`config.mk`:
```
export PLATFORM = sky130hd
export DESIGN_NAME = stmctl_timer
export DESIGN_NICKNAME = d
export VERILOG_FILES = /design/src/stmctl_pkg.sv /design/src/stmctl_timer.sv
export VERILOG_INCLUDE_DIRS = /design/src
export SDC_FILE = /design/constraint.sdc
export NUM_CORES = 1
export LEC_CHECK = 0
export ABC_AREA = 0
export BUFFER_PORTS_ARGS = -buffer_cell sky130_fd_sc_hd__buf_2
export CAP_MARGIN = 20
export CORE_MARGIN = 2
export CORE_UTILIZATION = 50
export DETAILED_ROUTE_END_ITERATION = 8
export HOLD_SLACK_MARGIN = 0.08
export MAX_ROUTING_LAYER = met4
export PLACE_DENSITY_LB_ADDON = 0.12
export SLEW_MARGIN = 15
export SYNTH_ARGS = -nofsm -noshare
export SYNTH_HDL_FRONTEND = slang
export SYNTH_SLANG_ARGS = --single-unit
```
`constraint.sdc`:
```
create_clock -name clk -period 3.1 [get_ports clk]
set_clock_uncertainty 0.1 [all_clocks]
set_input_delay 0.31 -clock clk [delete_from_list [all_inputs] [get_ports clk]]
set_output_delay 0.31 -clock clk [all_outputs]
set_load 0.005 [all_outputs]
```
`src/stmctl_regs.svh`:
```
// register offsets, field positions, reset values and timing counts of the standard timer
`ifndef STMCTL_REGS_SVH
`define STMCTL_REGS_SVH

// ======================================================================
// register offsets
`define STMCTL_OFF_CTRL0      3'h0
`define STMCTL_OFF_CTRL1      3'h1
`define STMCTL_OFF_CNT_LO     3'h2
`define STMCTL_OFF_CNT_HI     3'h3
`define STMCTL_OFF_CMPA_LO    3'h4
`define STMCTL_OFF_CMPA_HI    3'h5
`define STMCTL_OFF_CMPP       3'h6
`define STMCTL_OFF_STATUS     3'h7

// ======================================================================
// field positions
`define STMCTL_C0_PAUSE       7
`define STMCTL_C0_CKSEL_HI    6
`define STMCTL_C0_CKSEL_LO    4
`define STMCTL_C0_ON          3
`define STMCTL_C1_MODE_HI     7
`define STMCTL_C1_MODE_LO     6
`define STMCTL_C1_PINF_HI     5
`define STMCTL_C1_PINF_LO     4
`define STMCTL_C1_INIT        3
`define STMCTL_C1_POL         2
`define STMCTL_C1_DPX         1
`define STMCTL_C1_CCLR        0
`define STMCTL_ST_AFLAG       0
`define STMCTL_ST_PFLAG       1
`define STMCTL_ST_CAPT        2

// ======================================================================
// reset values
`define STMCTL_RST_BYTE       8'h00
`define STMCTL_RST_WORD       16'h0000

// ======================================================================
// timing counts: prescaler divisions
`define STMCTL_DIV_SYS4       8'h03
`define STMCTL_DIV_H16        8'h0F
`define STMCTL_DIV_H64        8'h3F

`endif

```
`src/stmctl_pkg.sv`:
```
// types shared by the standard timer block
package stmctl_pkg;

    typedef enum logic [1:0] {
        STMCTL_MODE_CMP,
        STMCTL_MODE_CAPT,
        STMCTL_MODE_PWM,
        STMCTL_MODE_TMR
    } stmctl_mode_type;

    typedef enum logic [2:0] {
        STMCTL_CK_SYS4,
        STMCTL_CK_SYS,
        STMCTL_CK_H16,
        STMCTL_CK_H64,
        STMCTL_CK_SUB0,
        STMCTL_CK_SUB1,
        STMCTL_CK_EXT_RISE,
        STMCTL_CK_EXT_FALL
    } stmctl_cksel_type;

    typedef enum logic [1:0] {
        STMCTL_SP_IDLE,
        STMCTL_SP_ACTIVE,
        STMCTL_SP_DONE
    } stmctl_sp_type;

endpackage : stmctl_pkg

```
`src/stmctl_timer.sv`:
```
// standard 16-bit timer with register port, compare, capture and pwm output
`timescale 1ns/1ps
`include "stmctl_regs.svh"

// Operation
// - pause bit high holds the count; low resumes from held value.
// - three-bit select picks sys/4, sys, high/16, high/64, sub or ext edges.
// - timer-on rising clears counter; falling stops and keeps the count.
// - counter runs only while timer-on is set; otherwise switched off.
// - timer-on rising edge returns the pin to its initial level in compare mode and in pwm waveform or single pulse.
// - control register 0 bits 2 to 0 read as zero.
// - two-bit mode: compare, capture, pwm or single pulse, timer/counter.
// - compare mode pin reaction: none, low, high, toggle on match A.
// - pwm mode pin: inactive, active, pwm waveform, single pulse.
// - capture mode edge: rising, falling, both, disabled.
// - match level equal to initial level gives no visible change.
// - initial level bit sets start level or active level.
// - polarity bit inverts the output pin in every mode, timer/counter included.
// - swap bit exchanges period and duty roles of compare P and A.
// - clear on match A when set; else match P or overflow.
// - clear select ignored in pwm, single pulse and capture modes.
// - counter readable as read-only low and high bytes, reset zero.
// - compare A held in read/write low and high bytes, reset zero.
// - compare P matches counter bits 15 to 8; zero means 65536.
// - low bytes pass an 8-bit buffer moved on high-byte access.
// - counter core is a 16-bit up counter on the selected clock.
// - separate flags raised on match A when A is nonzero and on match P unless compare or timer mode clears on match A.
module stmctl_timer
    import stmctl_pkg::*;
#(
    parameter int CNT_W = 16
) (
    // clock and reset
    input  wire logic             clk,
    input  wire logic             reset_n,
    // register port
    input  wire logic [2:0]       reg_addr,
    input  wire logic [7:0]       reg_wdata,
    input  wire logic             reg_wr,
    input  wire logic             reg_rd,
    output logic      [7:0]       reg_rdata,
    // clock enables of the other internal clocks, same clock domain
    input  wire logic             high_clk_tick,
    input  wire logic             sub_clk_tick,
    // pins
    input  wire logic             external_clock_pin,
    input  wire logic             capture_input_pin,
    output logic                  timer_output_pin,
    output logic                  timer_output_pin_oe,
    // events
    output logic                  compare_a_flag,
    output logic                  compare_p_flag
);

    // ==================================================================
    // registers
    logic                  pause_control_r;
    stmctl_cksel_type      counter_clock_select_r;
    logic                  timer_on_r;
    stmctl_mode_type       operating_mode_select_r;
    logic [1:0]            pin_function_select_r;
    logic                  output_initial_level_r;
    logic                  output_polarity_r;
    logic                  duty_period_swap_r;
    logic                  clear_source_select_r;
    logic [CNT_W-1:0]      compare_a_value_r;
    logic [7:0]            compare_p_value_r;
    logic [7:0]            low_buf_r;
    logic [CNT_W-1:0]      count_r;
    logic [CNT_W-1:0]      count_nxt;
    logic [CNT_W-1:0]      capture_r;
    logic                  on_d_r;
    logic                  pin_r;
    logic                  pin_nxt;
    logic                  aflag_r;
    logic                  pflag_r;
    logic                  capt_flag_r;
    stmctl_sp_type         sp_state_r;
    logic [7:0]            presc_r;
    logic                  ext_s1_r;
    logic                  ext_s2_r;
    logic                  ext_s3_r;
    logic                  cap_s1_r;
    logic                  cap_s2_r;
    logic                  cap_s3_r;

    wire logic             wr_c0   = reg_wr && reg_addr == `STMCTL_OFF_CTRL0;
    wire logic             wr_c1   = reg_wr && reg_addr == `STMCTL_OFF_CTRL1;
    wire logic             on_rise = timer_on_r && !on_d_r;

    // ==================================================================
    // control registers
    always_ff @(posedge clk or negedge reset_n) begin
        if (!reset_n) begin
            pause_control_r         <= 1'b0;
            counter_clock_select_r  <= STMCTL_CK_SYS4;
            timer_on_r              <= 1'b0;
        end else if (wr_c0) begin
            pause_control_r         <= reg_wdata[`STMCTL_C0_PAUSE];
            counter_clock_select_r  <= stmctl_cksel_type'(
                reg_wdata[`STMCTL_C0_CKSEL_HI:`STMCTL_C0_CKSEL_LO]);
            timer_on_r              <= reg_wdata[`STMCTL_C0_ON];
        end else if (sp_state_r == STMCTL_SP_DONE) begin
            timer_on_r              <= 1'b0;
        end
    end

    always_ff @(posedge clk or negedge reset_n) begin
        if (!reset_n) begin
            operating_mode_select_r <= STMCTL_MODE_CMP;
            pin_function_select_r   <= 2'h0;
            output_initial_level_r  <= 1'b0;
            output_polarity_r       <= 1'b0;
            duty_period_swap_r      <= 1'b0;
            clear_source_select_r   <= 1'b0;
        end else if (wr_c1) begin
            operating_mode_select_r <= stmctl_mode_type'(
                reg_wdata[`STMCTL_C1_MODE_HI:`STMCTL_C1_MODE_LO]);
            pin_function_select_r   <= reg_wdata[`STMCTL_C1_PINF_HI:`STMCTL_C1_PINF_LO];
            output_initial_level_r  <= reg_wdata[`STMCTL_C1_INIT];
            output_polarity_r       <= reg_wdata[`STMCTL_C1_POL];
            duty_period_swap_r      <= reg_wdata[`STMCTL_C1_DPX];
            clear_source_select_r   <= reg_wdata[`STMCTL_C1_CCLR];
        end
    end

    // compare values: compare A through the shared low-byte buffer, compare P written directly
    always_ff @(posedge clk or negedge reset_n) begin
        if (!reset_n) begin
            low_buf_r         <= `STMCTL_RST_BYTE;
            compare_a_value_r <= `STMCTL_RST_WORD;
            compare_p_value_r <= `STMCTL_RST_BYTE;
        end else if (reg_wr) begin
            case (reg_addr)
                `STMCTL_OFF_CMPA_LO: low_buf_r <= reg_wdata;
                `STMCTL_OFF_CMPA_HI: compare_a_value_r <= {reg_wdata, low_buf_r};
                `STMCTL_OFF_CMPP:    compare_p_value_r <= reg_wdata;
                default: ;
            endcase
        end else if (reg_rd) begin
            case (reg_addr)
                `STMCTL_OFF_CNT_HI:  low_buf_r <= count_r[7:0];
                `STMCTL_OFF_CMPA_HI: low_buf_r <= compare_a_value_r[7:0];
                default: ;
            endcase
        end
    end

    // ==================================================================
    // synchronisers for pins
    always_ff @(posedge clk or negedge reset_n) begin
        if (!reset_n) begin
            ext_s1_r <= 1'b0;
            ext_s2_r <= 1'b0;
            ext_s3_r <= 1'b0;
            cap_s1_r <= 1'b0;
            cap_s2_r <= 1'b0;
            cap_s3_r <= 1'b0;
        end else begin
            ext_s1_r <= external_clock_pin;
            ext_s2_r <= ext_s1_r;
            ext_s3_r <= ext_s2_r;
            cap_s1_r <= capture_input_pin;
            cap_s2_r <= cap_s1_r;
            cap_s3_r <= cap_s2_r;
        end
    end

    // ==================================================================
    // counter clock selection
    logic tick;
    always_comb begin
        case (counter_clock_select_r)
            STMCTL_CK_SYS4:     tick = presc_r[1:0] == 2'(`STMCTL_DIV_SYS4);
            STMCTL_CK_SYS:      tick = 1'b1;
            STMCTL_CK_H16:      tick = high_clk_tick && presc_r[3:0] == 4'(`STMCTL_DIV_H16);
            STMCTL_CK_H64:      tick = high_clk_tick && presc_r[5:0] == 6'(`STMCTL_DIV_H64);
            STMCTL_CK_SUB0,
            STMCTL_CK_SUB1:     tick = sub_clk_tick;
            STMCTL_CK_EXT_RISE: tick = ext_s2_r && !ext_s3_r;
            STMCTL_CK_EXT_FALL: tick = !ext_s2_r && ext_s3_r;
            default:            tick = 1'b0;
        endcase
    end

    always_ff @(posedge clk or negedge reset_n) begin
        if (!reset_n) begin
            presc_r <= 8'h00;
        end else if (!timer_on_r) begin
            presc_r <= 8'h00;
        end else if (counter_clock_select_r == STMCTL_CK_SYS4 ||
                     (high_clk_tick && !pause_control_r)) begin
            presc_r <= presc_r + 8'h01;
        end
    end

    // ==================================================================
    // comparators and clear source
    wire logic run     = timer_on_r && !pause_control_r && tick;
    wire logic match_a = run && count_r == compare_a_value_r;
    wire logic match_p = run && compare_p_value_r != 8'h00 &&
                         count_r[CNT_W-1:CNT_W-8] == compare_p_value_r &&
                         count_r[CNT_W-9:0] == '0;
    wire logic ovf     = run && count_r == '1;
    wire logic is_pwm  = operating_mode_select_r == STMCTL_MODE_PWM;
    wire logic a_nz    = compare_a_value_r != '0;
    logic      clr;

    always_comb begin
        case (operating_mode_select_r)
            STMCTL_MODE_CMP,
            STMCTL_MODE_TMR:
                clr = clear_source_select_r ? match_a && a_nz
                                            : match_p || ovf;
            STMCTL_MODE_PWM:
                clr = duty_period_swap_r ? match_a : match_p || ovf;
            default:
                clr = ovf;
        endcase
    end

    always_comb begin
        count_nxt = count_r;
        if (on_rise)
            count_nxt = '0;
        else if (clr)
            count_nxt = '0;
        else if (run)
            count_nxt = count_r + 1'b1;
    end

    always_ff @(posedge clk or negedge reset_n) begin
        if (!reset_n) begin
            count_r <= `STMCTL_RST_WORD;
            on_d_r  <= 1'b0;
        end else begin
            count_r <= count_nxt;
            on_d_r  <= timer_on_r;
        end
    end

    // ==================================================================
    // event flags, set wins over software clear
    wire logic evt_a = match_a && a_nz;
    wire logic evt_p = match_p && !(clear_source_select_r &&
                       (operating_mode_select_r == STMCTL_MODE_CMP ||
                        operating_mode_select_r == STMCTL_MODE_TMR));
    wire logic wr_st = reg_wr && reg_addr == `STMCTL_OFF_STATUS;

    // capture
    logic cap_evt;
    always_comb begin
        case (pin_function_select_r)
            2'h0:    cap_evt = cap_s2_r && !cap_s3_r;
            2'h1:    cap_evt = !cap_s2_r && cap_s3_r;
            2'h2:    cap_evt = cap_s2_r != cap_s3_r;
            default: cap_evt = 1'b0;
        endcase
    end
    wire logic capt = cap_evt && timer_on_r &&
                      operating_mode_select_r == STMCTL_MODE_CAPT;

    always_ff @(posedge clk or negedge reset_n) begin
        if (!reset_n) begin
            aflag_r     <= 1'b0;
            pflag_r     <= 1'b0;
            capt_flag_r <= 1'b0;
            capture_r   <= `STMCTL_RST_WORD;
        end else begin
            aflag_r     <= evt_a || capt ||
                           (aflag_r && !(wr_st && reg_wdata[`STMCTL_ST_AFLAG]));
            pflag_r     <= evt_p ||
                           (pflag_r && !(wr_st && reg_wdata[`STMCTL_ST_PFLAG]));
            capt_flag_r <= capt ||
                           (capt_flag_r && !(wr_st && reg_wdata[`STMCTL_ST_CAPT]));
            if (capt)
                capture_r <= count_r;
        end
    end

    // ==================================================================
    // output pin logic
    wire logic [CNT_W-1:0] p_full = {compare_p_value_r, 8'h00};
    wire logic             duty_on = duty_period_swap_r
        ? (compare_p_value_r == 8'h00 || count_r < p_full)
        : (count_r < compare_a_value_r);

    always_ff @(posedge clk or negedge reset_n) begin
        if (!reset_n) begin
            sp_state_r <= STMCTL_SP_IDLE;
        end else if (!is_pwm || pin_function_select_r != 2'h3) begin
            sp_state_r <= STMCTL_SP_IDLE;
        end else begin
            case (sp_state_r)
                STMCTL_SP_IDLE:   if (on_rise) sp_state_r <= STMCTL_SP_ACTIVE;
                STMCTL_SP_ACTIVE: if (!timer_on_r) sp_state_r <= STMCTL_SP_IDLE;
                                  else if (match_a) sp_state_r <= STMCTL_SP_DONE;
                STMCTL_SP_DONE:   sp_state_r <= STMCTL_SP_IDLE;
                default:          sp_state_r <= STMCTL_SP_IDLE;
            endcase
        end
    end

    always_comb begin
        pin_nxt = pin_r;
        case (operating_mode_select_r)
            STMCTL_MODE_CMP: begin
                if (on_rise)
                    pin_nxt = output_initial_level_r;
                else if (evt_a) begin
                    case (pin_function_select_r)
                        2'h1:    pin_nxt = 1'b0;
                        2'h2:    pin_nxt = 1'b1;
                        2'h3:    pin_nxt = !pin_r;
                        default: pin_nxt = pin_r;
                    endcase
                end
            end
            STMCTL_MODE_PWM: begin
                case (pin_function_select_r)
                    2'h0:    pin_nxt = !output_initial_level_r;
                    2'h1:    pin_nxt = output_initial_level_r;
                    2'h2:    pin_nxt = on_rise ? output_initial_level_r
                                       : (timer_on_r && duty_on) == output_initial_level_r;
                    default: pin_nxt = (on_rise || sp_state_r == STMCTL_SP_ACTIVE)
                                       ? output_initial_level_r
                                       : !output_initial_level_r;
                endcase
            end
            default: pin_nxt = pin_r;
        endcase
    end

    always_ff @(posedge clk or negedge reset_n) begin
        if (!reset_n) begin
            pin_r               <= 1'b0;
            timer_output_pin    <= 1'b0;
            timer_output_pin_oe <= 1'b0;
            compare_a_flag      <= 1'b0;
            compare_p_flag      <= 1'b0;
        end else begin
            pin_r               <= pin_nxt;
            timer_output_pin    <= pin_nxt ^ output_polarity_r;
            timer_output_pin_oe <= operating_mode_select_r == STMCTL_MODE_CMP || is_pwm;
            compare_a_flag      <= aflag_r;
            compare_p_flag      <= pflag_r;
        end
    end

    // ==================================================================
    // read port
    always_ff @(posedge clk or negedge reset_n) begin
        if (!reset_n) begin
            reg_rdata <= `STMCTL_RST_BYTE;
        end else if (reg_rd) begin
            case (reg_addr)
                `STMCTL_OFF_CTRL0:   reg_rdata <= {pause_control_r, counter_clock_select_r,
                                                   timer_on_r, 3'h0};
                `STMCTL_OFF_CTRL1:   reg_rdata <= {operating_mode_select_r,
                                                   pin_function_select_r,
                                                   output_initial_level_r, output_polarity_r,
                                                   duty_period_swap_r, clear_source_select_r};
                `STMCTL_OFF_CNT_LO:  reg_rdata <= low_buf_r;
                `STMCTL_OFF_CNT_HI:  reg_rdata <= count_r[15:8];
                `STMCTL_OFF_CMPA_LO: reg_rdata <= low_buf_r;
                `STMCTL_OFF_CMPA_HI: reg_rdata <= compare_a_value_r[15:8];
                `STMCTL_OFF_CMPP:    reg_rdata <= compare_p_value_r;
                `STMCTL_OFF_STATUS:  reg_rdata <= {5'h00, capt_flag_r, pflag_r, aflag_r};
                default:             reg_rdata <= 8'h00;
            endcase
        end else begin
            reg_rdata <= 8'h00;
        end
    end

endmodule : stmctl_timer

```
==> flow_metrics.py <==
metrics = {
    "timing": {
        "rsz0062_at_grt": "no",
        "min_period_ps": 2710,
        "setup_violations": 0,
        "worstMarginPinSlew_ps": 672,
        "finalCritPeriodShare_pct": 87.3,
        "hold_violations": 0,
        "max-slew-margin-rel_pct": 55.2,
        "drv_slew": 0,
        "setup_tns_ps": 0,
        "hold-worst-slack_ps": 159,
        "fmax_mhz": 369,
    },
    "floorplan": {
        "io_pins": 31,
        "die_y_um": 107,
        "dieArea_mm2": 0.0115,
        "core_area_mm2": 0.0103,
        "start_util_pct": 51.5,
        "num_rows": 37,
        "die_width_um": 107,
    },
    "power_and_ir_drop": {
        "p_int_mw": 2.28,
        "clkPwrFrac_pct": 26.5,
        "p_sw_share_pct": 32.9,
        "p_switching_mw": 1.12,
        "seqPwrFrac_pct": 48.3,
        "leakage_nw": 2.70,
        "peakVddDrop_v": 0.000449,
        "p_per_area_mw_per_mm2": 578,
        "pwr-share-comb_pct": 25.2,
    },
    "grt": {
        "grt_pass1_wl_mm": 22.3,
        "grt_max_degree": 46,
        "first_global_vias": 4022,
        "track_usage_pct": 26.5,
        "antenna_found_initial": 0,
        "grt_overflow_total": 0,
    },
    "setup_path": {
        "arrival_ps": 2890,
        "path_max_fanout": 5,
        "crit_type": "register to register",
        "ff2ff_setup_slack_ps": 390,
        "start_kind": "register",
        "cp-end-kind": "register",
        "critPathRequiredTime_ps": 3290,
    },
    "cts": {
        "clock_sinks": 92,
        "clockBufferDepth": 2,
        "root_buffer": "clkbuf_8",
        "clk_latency_ps": 360,
        "cts_buffers": 9,
        "clk_pin_slew_ps": 90,
        "cts_resized": 0,
        "cts_tree": "yes",
        "cts_max_level": 3,
    },
    "synth": {
        "synth_top_flop_cell": "dfrtp_1",
        "synth_fp_nets": 599,
        "synth_edf_count": 0,
        "synth_area_per_cell_um2": 9.73,
        "synth-async-reset-ratio_pct": 100,
        "yosysUniqueCellTypes": 68,
        "synth.ff_latch_count": 92,
        "yosysWarnings": 0,
        "netlist_area_mm2": 0.00532,
        "seq_area_frac_synth_pct": 43.3,
        "netlist_instances": 547,
    },
    "placed_design": {
        "dpl.cell_count": 703,
        "dp_hpwl_mm": 10.3,
        "dpl_cell_area_mm2": 0.00563,
        "gp_congestion": 1.00,
        "portBuffers": 30,
    },
    "cells_and_area": {
        "final_util_pct": 57.0,
        "final_layout_size_suffix_gt1_share_pct": 18.9,
        "area_growth_pct": 10.7,
        "fin_nets": 633,
        "n_antenna_cell": 0,
        "stdcell_count": 722,
        "final_cell_area_mm2": 0.00589,
    },
    "run": {
        "max_cap_violations": 0,
    },
    "routing": {
        "routedWlPerCell_um": 19.4,
        "drtIter0Drc": 280,
        "dr.pass1.iters": 4,
        "via_per_inst": 5.87,
        "antenna_left": 0,
        "vias": 4240,
        "routed_wl_mm": 14.0,
        "drc": 0,
    },
    "hold_path": {
        "hold_class": "input pin to register",
    },
    "run_status": {
        "status": "finished clean",
    },
}
kinds of logic after synthesis:
family | share of synthesized area (%)
muxes | 8.70
AOI/OAI and AO/OA | 13.8
xor gates and xnor gates | 3.29
adders and majority gates | 8.32
DFF | 43.3
and+or+nand+nor | 18.0
buffers and inverters | 4.63
registers in the layout, indices dropped and copies added (netlist names), 2 cells and up:
name and cells:
operating_mode_select_r 2, presc_r 6, count_r 16, compare_p_value_r 8, reg_rdata 8, sp_state_r 2
low_buf_r 8, counter_clock_select_r 3, compare_a_value_r 16, pin_function_select_r 2
routing by layer:
metal	routed length, um	GRT usage [%]	share of wire (%)
met4	444	9.93	3.2
met3	599	3.83	4.3
met5	0	-	0
met1	6710	38.2	48
met2	6220	38.0	45
power by group through the flow:
stage          combinational, mW  sequential (mW)  clock, mW
4_1_cts                    0.863             1.64      0.931
5_1_grt                    0.964             1.67      0.981
6_report                   0.858             1.64      0.902
3_3_place_gp               0.843             1.66          0
2_1_floorplan              0.609             1.58          0
3_5_place_dp               0.853             1.66          0
cell usage in the layout, fill, tap and decap left out, types with 10 or more instances in the layout:
cell type and n:
clkbuf_8 10, nor2_1 37, o21ai_0 30, xor2_1 12, nand3_1 18, mux2_2 32, nor2b_1 13, dfrtp_1 92
ha_1 33, inv_1 39, buf_4 13, buf_2 29, nand4_1 15, a21oi_1 37, nand2_1 57
cell usage after synthesis (8+ instances only):
library cell,count,area share [%]
dfrtp_1,92,43
nand2_1,57,4.0
inv_1,39,2.8
a21oi_1,37,3.5
nor2_1,37,2.6
ha_1,33,7.8
mux2_2,32,6.8
o21ai_0,30,2.8
nand3_1,18,1.7
nand4_1,15,1.8
clkbuf_1,14,0.99
nor2b_1,13,1.5
xor2_1,12,2.0
mux2i_1,8,1.5
nor4_1,8,0.94
xnor2_1,8,1.3
what timing repair did:
action,in CTS,in global routing
endpoints found under the hold margin,45,0
hold buffers,3,0
setup buffers,0,0
endpoints found under the setup margin,0,0
stage by stage:
step / total power, mW / worst slack (ps)
floorplan: 2.19 / 740
global placement: 2.50 / 531
detailed placement: 2.51 / 450
CTS: 3.44 / 403
global route: 3.62 / 253
finish: 3.40 / 393
worst max-delay path, stage by stage, from the launching register on:
cell and delay [ps]:
dfrtp_1 510, ha_1 370, nand4_1 120, or4_1 570
nor2_2 200, nand2_2 120, o41ai_2 300, nand4b_1 200
xor2_1 160
worst paths after layout:
| path | endpoint | start | depth (start not counted) |
|---|---|---|---|
| min | timer_on_r | reg_wdata[3] | 3 |
| min reg2reg | cap_s2_r | cap_s1_r | 0 |
| min in group asynchronous | compare_a_value_r[4] | reset_n | 2 |
| max | timer_output_pin | count_r[9] | 8 |
| max reg2reg | timer_output_pin | count_r[9] | 8 |
| max in group asynchronous | pin_r | reset_n | 3 |
final cells by class:
class | instances | area (um2)
Multi-Input combinational cell | 394 | 2770
Tap cell | 136 | 170
Clock buffer | 10 | 138
Clock inverter | 6 | 87.6
Inverter | 39 | 146
Timing Repair Buffer | 45 | 273
Fill cell | 899 | 4430
Sequential cell | 92 | 2300
No activity file was read; power rests on OpenSTA's default activity.
